**src/rtl/timer8_regs.svh**
```systemverilog
// register offsets, field positions, reset values and timing counts
// of one 8-bit timer channel; definitions only, included by bare name
`ifndef TIMER8_REGS_SVH
`define TIMER8_REGS_SVH

// register port address width and word offsets
`define TMR_ADDR_W        3
`define TMR_OFS_COUNT     3'h0
`define TMR_OFS_CMP_A     3'h1
`define TMR_OFS_CMP_B     3'h2
`define TMR_OFS_CTRL      3'h3
`define TMR_OFS_CLKCTL    3'h4
`define TMR_OFS_STATUS    3'h5

// match_status_control fields
`define TMR_BIT_WRAP      5
`define TMR_BIT_FLAG_A    6
`define TMR_BIT_FLAG_B    7
`define TMR_BIT_ADC_TRIGGER_ENABLE      4
`define TMR_OS_MSB        3
`define TMR_OS_LSB        0

// timer_control and timer_clock_control fields
`define TMR_CLR_MSB       4
`define TMR_CLR_LSB       3
`define TMR_BIT_LVL_SEL   3

// reset values, odd-channel reserved bit value and counter maximum
`define TMR_RST_COUNT     8'h00
`define TMR_RST_CMP       8'hff
`define TMR_RST_CLR       2'h0
`define TMR_RST_OS        4'h0
`define TMR_RST_FLAGS     3'h0
`define TMR_RSVD_ODD      1'h1
`define TMR_COUNT_MAX     8'hff

// least width of an external clear pulse, in clock cycles
`define TMR_EXT_CLR_MIN_CYC 2

`endif

```
**src/rtl/timer8_pkg.sv**
```systemverilog
// types shared by the timer channel and its output stage
// assumes the offsets and fields of timer8_regs.svh
package timer8_pkg;

    // counter clear source, clear_sel_hi/clear_sel_lo
    typedef enum logic [1:0] {
        CLR_NONE  = 2'h0,
        CLR_ON_A  = 2'h1,
        CLR_ON_B  = 2'h2,
        CLR_ON_EXT = 2'h3
    } clear_sel_t;

    // action of the output pin on one compare match
    typedef enum logic [1:0] {
        OUT_KEEP   = 2'h0,
        OUT_DRIVE0 = 2'h1,
        OUT_DRIVE1 = 2'h2,
        OUT_TOGGLE = 2'h3
    } out_act_t;

endpackage : timer8_pkg

```
**src/rtl/timer8_pin_ctrl.sv**
```systemverilog
// timer output pin stage: applies the compare-match actions to the pin
// assumes match pulses are one clock wide and come from the channel
`timescale 1ns/1ps

module timer8_pin_ctrl (
    input  wire logic       clk,       // peripheral clock
    input  wire logic       rst_n,     // async reset, active low
    input  wire logic       match_a,   // compare match a pulse
    input  wire logic       match_b,   // compare match b pulse
    input  wire logic [3:0] out_sel,   // output select, b in 3:2, a in 1:0
    output logic            pin_out,   // timer output level
    output logic            pin_en     // timer output enable
);

    timer8_pkg::out_act_t act_a;       // action chosen for match a
    timer8_pkg::out_act_t act_b;       // action chosen for match b
    logic                 pin_reg;     // registered pin level
    logic                 pin_next;    // next pin level

    assign act_a = timer8_pkg::out_act_t'(out_sel[1:0]);
    assign act_b = timer8_pkg::out_act_t'(out_sel[3:2]);

    ////////////////////////////////////////////////////////////////////////
    // next pin level; both matches at once resolve by priority
    always_comb begin
        pin_next = pin_reg;
        if ((match_a && act_a == timer8_pkg::OUT_TOGGLE) ||
            (match_b && act_b == timer8_pkg::OUT_TOGGLE)) begin
            pin_next = ~pin_reg;
        end else if ((match_a && act_a == timer8_pkg::OUT_DRIVE1) ||
                     (match_b && act_b == timer8_pkg::OUT_DRIVE1)) begin
            pin_next = 1'b1;
        end else if ((match_a && act_a == timer8_pkg::OUT_DRIVE0) ||
                     (match_b && act_b == timer8_pkg::OUT_DRIVE0)) begin
            pin_next = 1'b0;
        end
    end

    // level register; stays 0 from reset until a match moves it
    always_ff @(posedge clk or negedge rst_n) begin
        if (!rst_n) begin
            pin_reg <= 1'b0;
        end else begin
            pin_reg <= pin_next;
        end
    end

    assign pin_out = pin_reg;
    assign pin_en  = (out_sel != 4'h0);
endmodule : timer8_pin_ctrl

```
**src/rtl/timer8_match_status_output.sv**
```systemverilog
// 8-bit timer channel: counter, compare a/b, status flags, output pin
// and a/d start request; assumes count_tick is a one-cycle enable from
// the clock-select logic and the register port follows the local bus
//
// Summary of operation
// - counter equals compare b sets match_b_flag
// - counter equals compare a sets match_a_flag
// - flags clear by read one, write zero
// - transfer service clears match flag when enabled
// - wrap ff to 00 sets wrap_flag
// - even channel: match a requests a/d start
// - match b drives pin per out_sel_b
// - match a drives pin per out_sel_a
// - selects all zero disable pin; reset low
// - odd channel bit 4 reads one, ignores writes
// - clear select 01 clears counter on match a
// - clear select 11, level mode: high clears
// - counter clears on match a or b
// - external clear by edge or level, two cycles
// - match fires in last state before count
// - simultaneous matches resolve toggle, one, zero
// - a/d request when match a sets flag
`timescale 1ns/1ps
`include "timer8_regs.svh"

module timer8_match_status_output #(
    parameter bit EVEN_CHANNEL = 1'b1,   // channel holds the a/d enable bit
    parameter bit HAS_XFER_EXT = 1'b1    // transfer clear and ext reset exist
) (
    input  wire logic                   clk,        // peripheral clock
    input  wire logic                   rst_n,      // async reset, low
    input  wire logic [`TMR_ADDR_W-1:0] addr,       // register address
    input  wire logic [7:0]             wdata,      // register write data
    input  wire logic                   wr_en,      // write strobe
    input  wire logic                   rd_en,      // read strobe
    output logic      [7:0]             rdata,      // read data, next cycle
    input  wire logic                   count_tick, // count enable pulse
    input  wire logic                   ext_reset_input, // external clear
    input  wire logic                   xfer_ack_a, // transfer served a
    input  wire logic                   xfer_ack_b, // transfer served b
    input  wire logic                   irq_disable_select_a, // a: no clr
    input  wire logic                   irq_disable_select_b, // b: no clr
    output logic                        match_a_irq, // match a flag level
    output logic                        match_b_irq, // match b flag level
    output logic                        adc_start_req, // a/d start pulse
    output logic                        timer_output_pin, // timer output
    output logic                        timer_output_en   // output enable
);

    ////////////////////////////////////////////////////////////////////////
    // declarations

    logic [7:0]              count_reg, count_next;  // count_value
    logic [7:0]              cmp_a_reg, cmp_a_next;  // compare_a_value
    logic [7:0]              cmp_b_reg, cmp_b_next;  // compare_b_value
    timer8_pkg::clear_sel_t  clr_sel_reg, clr_sel_next; // clear source
    logic                    lvl_sel_reg, lvl_sel_next; // ext level mode
    logic                    adc_trigger_enable_reg, adc_trigger_enable_next;    // a/d trigger enable
    logic [3:0]              os_reg, os_next;        // output selects
    logic                    ext_prev_reg, ext_prev_next; // edge history
    logic [7:0]              rdata_reg, rdata_next;  // read data holder

    // flags: index 0 wrap, 1 match a, 2 match b (bits 5..7)
    logic [2:0]              flag_reg, flag_next;    // sticky flags
    logic [2:0]              armed_reg, armed_next;  // read-as-one seen
    logic [2:0]              flag_set;               // hardware set
    logic [2:0]              flag_hw_clr;            // transfer clear
    logic [2:0]              flag_sw_clr;            // software clear

    logic                    wr_count, wr_cmp_a, wr_cmp_b; // write decode
    logic                    wr_ctrl, wr_clkctl, wr_status;
    logic                    rd_status;              // status read
    logic                    match_a, match_b;       // match pulses
    logic                    wrap;                   // ff to 00 step
    logic                    ext_clr;                // external clear
    logic                    ctr_clear;              // any counter clear
    logic [7:0]              status_view;            // status as read

    ////////////////////////////////////////////////////////////////////////
    // address decode; unmapped offsets write nothing and read zero

    assign wr_count  = wr_en && (addr == `TMR_OFS_COUNT);
    assign wr_cmp_a  = wr_en && (addr == `TMR_OFS_CMP_A);
    assign wr_cmp_b  = wr_en && (addr == `TMR_OFS_CMP_B);
    assign wr_ctrl   = wr_en && (addr == `TMR_OFS_CTRL);
    assign wr_clkctl = wr_en && (addr == `TMR_OFS_CLKCTL);
    assign wr_status = wr_en && (addr == `TMR_OFS_STATUS);
    assign rd_status = rd_en && (addr == `TMR_OFS_STATUS);

    ////////////////////////////////////////////////////////////////////////
    // compare match and wrap events
    // a match fires only on the tick that would move the counter off the
    // matching value, so a flag sets in the last state of the match;
    // a compare write in that cycle wins and suppresses the match

    assign match_a = count_tick && (count_reg == cmp_a_reg)
                     && !wr_cmp_a;
    assign match_b = count_tick && (count_reg == cmp_b_reg)
                     && !wr_cmp_b;
    assign wrap    = count_tick && (count_reg == `TMR_COUNT_MAX)
                     && !wr_count;

    // external clear; edge mode looks at the registered previous level
    always_comb begin
        ext_clr = 1'b0;
        if (HAS_XFER_EXT && clr_sel_reg == timer8_pkg::CLR_ON_EXT) begin
            if (lvl_sel_reg) begin
                ext_clr = ext_reset_input;
            end else begin
                ext_clr = ext_reset_input && !ext_prev_reg;
            end
        end
    end

    // counter clear sources
    assign ctr_clear =
        (clr_sel_reg == timer8_pkg::CLR_ON_A && match_a) ||
        (clr_sel_reg == timer8_pkg::CLR_ON_B && match_b) ||
        ext_clr;

    ////////////////////////////////////////////////////////////////////////
    // counter: clear beats a write, a write beats an increment

    always_comb begin
        count_next    = count_reg;
        ext_prev_next = ext_reset_input;
        if (ctr_clear) begin
            count_next = `TMR_RST_COUNT;
        end else if (wr_count) begin
            count_next = wdata;
        end else if (count_tick) begin
            count_next = count_reg + 8'h01;
        end
    end

    always_ff @(posedge clk or negedge rst_n) begin
        if (!rst_n) begin
            count_reg    <= `TMR_RST_COUNT;
            ext_prev_reg <= 1'b0;
        end else begin
            count_reg    <= count_next;
            ext_prev_reg <= ext_prev_next;
        end
    end

    ////////////////////////////////////////////////////////////////////////
    // configuration registers written by software

    always_comb begin
        cmp_a_next   = cmp_a_reg;
        cmp_b_next   = cmp_b_reg;
        clr_sel_next = clr_sel_reg;
        lvl_sel_next = lvl_sel_reg;
        adc_trigger_enable_next    = adc_trigger_enable_reg;
        os_next      = os_reg;
        if (wr_cmp_a) begin
            cmp_a_next = wdata;
        end
        if (wr_cmp_b) begin
            cmp_b_next = wdata;
        end
        if (wr_ctrl) begin
            clr_sel_next = timer8_pkg::clear_sel_t'(
                wdata[`TMR_CLR_MSB:`TMR_CLR_LSB]);
        end
        if (wr_clkctl) begin
            lvl_sel_next = wdata[`TMR_BIT_LVL_SEL];
        end
        if (wr_status) begin
            os_next = wdata[`TMR_OS_MSB:`TMR_OS_LSB];
            // odd channel has no enable bit; its bit 4 ignores writes
            if (EVEN_CHANNEL) begin
                adc_trigger_enable_next = wdata[`TMR_BIT_ADC_TRIGGER_ENABLE];
            end
        end
    end

    always_ff @(posedge clk or negedge rst_n) begin
        if (!rst_n) begin
            cmp_a_reg   <= `TMR_RST_CMP;
            cmp_b_reg   <= `TMR_RST_CMP;
            clr_sel_reg <= timer8_pkg::CLR_NONE;
            lvl_sel_reg <= 1'b0;
            adc_trigger_enable_reg    <= 1'b0;
            os_reg      <= `TMR_RST_OS;
        end else begin
            cmp_a_reg   <= cmp_a_next;
            cmp_b_reg   <= cmp_b_next;
            clr_sel_reg <= clr_sel_next;
            lvl_sel_reg <= lvl_sel_next;
            adc_trigger_enable_reg    <= adc_trigger_enable_next;
            os_reg      <= os_next;
        end
    end

    ////////////////////////////////////////////////////////////////////////
    // status flags; a flag is armed when a status read returns it as one,
    // and only an armed flag clears on a written zero, so a flag that set
    // after the read survives a blind clearing write

    assign flag_set    = {match_b, match_a, wrap};
    assign flag_hw_clr = HAS_XFER_EXT ?
        {xfer_ack_b && !irq_disable_select_b,
         xfer_ack_a && !irq_disable_select_a, 1'b0} : 3'h0;

    for (genvar i = 0; i < 3; i++) begin : g_flag
        // written zero after a read as one; a written one does nothing
        assign flag_sw_clr[i] = wr_status && armed_reg[i]
                                && !wdata[`TMR_BIT_WRAP + i];
        // a hardware set in the same cycle wins over any clear
        assign flag_next[i]  = flag_set[i] ||
            (flag_reg[i] && !flag_sw_clr[i] && !flag_hw_clr[i]);
        assign armed_next[i] = (rd_status && flag_reg[i]) ||
            (armed_reg[i] && !wr_status && flag_reg[i]);
    end

    always_ff @(posedge clk or negedge rst_n) begin
        if (!rst_n) begin
            flag_reg  <= `TMR_RST_FLAGS;
            armed_reg <= `TMR_RST_FLAGS;
        end else begin
            flag_reg  <= flag_next;
            armed_reg <= armed_next;
        end
    end

    ////////////////////////////////////////////////////////////////////////
    // read path; data stand for exactly the cycle after the strobe

    assign status_view = {flag_reg,
        (EVEN_CHANNEL ? adc_trigger_enable_reg : `TMR_RSVD_ODD),
        os_reg};

    always_comb begin
        rdata_next = 8'h00;
        if (rd_en) begin
            unique case (addr)
                `TMR_OFS_COUNT:  rdata_next = count_reg;
                `TMR_OFS_CMP_A:  rdata_next = cmp_a_reg;
                `TMR_OFS_CMP_B:  rdata_next = cmp_b_reg;
                `TMR_OFS_CTRL: begin
                    rdata_next[`TMR_CLR_MSB:`TMR_CLR_LSB] = clr_sel_reg;
                end
                `TMR_OFS_CLKCTL: rdata_next[`TMR_BIT_LVL_SEL] = lvl_sel_reg;
                `TMR_OFS_STATUS: rdata_next = status_view;
                default:         rdata_next = 8'h00;
            endcase
        end
    end

    always_ff @(posedge clk or negedge rst_n) begin
        if (!rst_n) begin
            rdata_reg <= 8'h00;
        end else begin
            rdata_reg <= rdata_next;
        end
    end

    assign rdata = rdata_reg;

    ////////////////////////////////////////////////////////////////////////
    // outward requests; the a/d request pulses with the match that sets
    // the a flag, and only the even channel can raise it

    assign adc_start_req = EVEN_CHANNEL && adc_trigger_enable_reg && match_a;
    assign match_a_irq   = flag_reg[1];
    assign match_b_irq   = flag_reg[2];

    // output pin stage
    timer8_pin_ctrl u_pin (
        .clk     (clk),
        .rst_n   (rst_n),
        .match_a (match_a),
        .match_b (match_b),
        .out_sel (os_reg),
        .pin_out (timer_output_pin),
        .pin_en  (timer_output_en)
    );
endmodule : timer8_match_status_output

```
**config.mk**
```make
export PLATFORM = sky130hd
export DESIGN_NAME = timer8_match_status_output
export DESIGN_NICKNAME = d
export VERILOG_FILES = /design/src/rtl/timer8_pkg.sv /design/src/rtl/timer8_pin_ctrl.sv /design/src/rtl/timer8_match_status_output.sv
export VERILOG_INCLUDE_DIRS = /design/src /design/src/rtl
export SDC_FILE = /design/constraint.sdc
export NUM_CORES = 1
export LEC_CHECK = 0
export CORE_ASPECT_RATIO = 0.6
export CORE_UTILIZATION = 32
export DETAILED_ROUTE_END_ITERATION = 8
export DONT_BUFFER_PORTS = 1
export GPL_ROUTABILITY_DRIVEN = 0
export RECOVER_POWER = 50
export SLEW_MARGIN = 15
export SYNTH_ARGS = -nofsm -noshare
export SYNTH_HDL_FRONTEND = slang
export SYNTH_HIERARCHICAL = 1
export SYNTH_SLANG_ARGS = --single-unit
export TNS_END_PERCENT = 50
```
**constraint.sdc**
```tcl
create_clock -name clk -period 5.71 [get_ports clk]
set_input_delay 1.142 -clock clk [delete_from_list [all_inputs] [get_ports clk]]
set_output_delay 1.142 -clock clk [all_outputs]
set_load 0.05 [all_outputs]
```
==> flow_summary.yaml <==
outcome:
  status: "finished, final reports clean"
sta:
  timing.final.ws_setup_ns: 1.63
  tns_ns: 0
  timing.final.crit_share: 0.714
  slew_headroom: 0.457
  hold_ws_ns: 0.530
  setup_viol: 0
  slew_violations: 0
  hold_violations: 0
  worstMarginPinSlew_ns: 0.814
  grt_setup_unrepaired: "no"
  fmax_ghz: 0.245
  fin_crit_ns: 4.08
  final.setup_skew_ns: 0.00607
detailed_routing:
  drt_wl_total_mm: 6.56
  wl_per_cell_um: 19.5
  drc: 0
  vias_per_cell: 5.29
  num_vias: 1778
  drt-initial-drc-count: 136
  antenna_left: 0
  drt_pre_antenna_iters: 4
synth:
  yosys_most_used_dff: "dfrtp_1"
  synthesis.nets: 257
  synth_area_sq_mm: 0.00260
  ys_seq_elements: 48
  synthCells: 235
  synth.distinct_cells: 42
  avgSynthCellArea_sq_um: 11.1
  async_flop_share: 1.00
  yosysSeqAreaShare: 0.469
  yosys_warnings: 6
  synth_edf_count: 0
cts:
  cts-root-buf: "clkbuf_16"
  cts.sinks: 48
  cts_setup_buffers: 0
  htree_levels: 2
  cts_made_buffers: 5
  postCtsHoldBufs: 0
  cts_tree: "built"
  cts_resized: 0
  clock_path_buffers: 2
  path_clk_slew_ns: 0.07
  clk_latency_ns: 0.30
floorplanning:
  start_util: 0.330
  die_h_um: 71.9
  core_sq_mm: 0.00788
  io_pins: 34
  die_width_um: 118
  die_area_sq_mm: 0.00852
  fp-row-count: 25
grt:
  grt_pass1_vias: 1732
  grtUsageTotal: 0.171
  grt_max_degree: 49
  grt-ovfl-total: 0
  grt_pass1_wl_mm: 10.5
  antenna_found_initial: 0
finish:
  syn2layout_area_growth_pct: 10.2
  layout.nets: 249
  drive_above_1_share: 0.276
  fin_cells: 336
  fillerInstances: 791
  multiInputGateArea_sq_mm: 0.00129
  area.sequential_sq_mm: 0.00122
  antennaDiodeCount: 0
place:
  port-buffer-count: 0
  dp_hpwl_mm: 4.79
  dpl.cell_count: 328
  pre_cts_ws_ns: 1.63
power_and_ir_drop:
  power.density_mw_per_mm2: 437
  p_leak_nw: 1.12
  ir_worst_vdd_uv: 166
critical_path:
  required_ns: 4.57
  crit_path_end_kind: "primary output"
  startpoint: "addr[0]"
  critical_path.startpoint_type: "primary input"
  crit_type: "in2out"
  arrival_ns: 2.94
  regToRegStartpoint: "count_reg[5]"
  cp_max_fo: 15
run:
  cap_violations: 0
min_path:
  hold_class: "in2async"
-- cell families after synthesis --
kind of cell,synth area share
DFF,0.469
muxes,0.166
xor gates and xnor gates,0.0773
buffers and inverters,0.0379
adders and majority gates,0.00480
AOI/OAI and AO/OA,0.0937
and+or+nand+nor,0.152
-- metrics by stage --
stage / cell area [sq um] / util / total power (W)
final: 2870 / 0.364 / 0.00125
after global routing: 2870 / 0.364 / 0.00132
after CTS: 2870 / 0.364 / 0.00126
after detailed placement: 2680 / 0.340 / 0.000873
after global placement: 2680 / 0.340 / 0.000868
after floorplan: 2610 / - / 0.000810
-- placed cells by master (no fill, tap or decap), types with 7 or more instances in the layout --
cell type  instances
dfrtp_1           32
xnor2_1           18
nor2b_1           10
a21oi_1            7
nor3_1             9
dfstp_2           16
nand2_1            9
mux2_2            29
nor2_1            15
-- path summary, 6_finish.rpt --
kind                                      end  slack [ns]  cells after the start
worst max-delay path            adc_start_req        1.63                      4
worst max register to register  u_pin/pin_out        3.42                      6
worst min register to register   armed_reg[1]        0.54                      2
min in group clk                 armed_reg[1]        0.54                      2
max in group asynchronous        cmp_a_reg[2]        4.99                      0
worst min-delay path              flag_reg[0]        0.53                      0
-- where the power goes --
part           total [W]  switching (W)  internal [W]
Clock           0.000384       0.000133      0.000251
Sequential      0.000587       0.000154      0.000433
Combinational   0.000282       0.000122      0.000160
Total            0.00125       0.000409      0.000845
-- cell type report --
class,count,area share
Sequential cell,48,0.425
Multi-Input combinational cell,165,0.450
Inverter,5,0.00654
Timing Repair Buffer,2,0.00523
Clock buffer,6,0.0449
Clock inverter,2,0.0209
Tap cell,108,0.0471
-- worst max-delay path, cell delays in order --
cell,delay [ns]
nor2b_1,0.14
and3b_1,0.34
nor4_2,0.75
and2_1,0.55
-- metal layers --
metal | vias up | share of wire | track usage
met1 | 907 | 0.51 | 0.250
met3 | 8 | 0.068 | 0.0613
met5 | - | 0 | 0
met2 | 43 | 0.40 | 0.228
li1 | 820 | - | -
met4 | 0 | 0.015 | 0.0633
-- synth_stat cells, types with 2 or more instances --
cell type  number  share of area
o21ai_0         4         0.0077
nand3_1         6          0.012
a31oi_1         6          0.014
mux2i_1         6          0.023
xnor2_1        18          0.061
nand4_1         6          0.014
nand2_1         9          0.013
buf_4           2         0.0058
and3_1          3         0.0072
dfstp_2        16           0.16
dfrtp_1        32           0.31
clkbuf_1       12          0.017
inv_1           5         0.0072
nor2b_1        10          0.024
a21oi_1         7          0.013
nand2b_1        2         0.0048
o21bai_1        2         0.0058
mux2_2         29           0.13
a22oi_1         6          0.017
a21boi_0        4          0.012
mux4_2          2          0.017
nor3b_1         2         0.0058
nor2_1         15          0.022
nor3_1          9          0.017
xor2_1          5          0.017
Power figures use the tool's default switching activity.
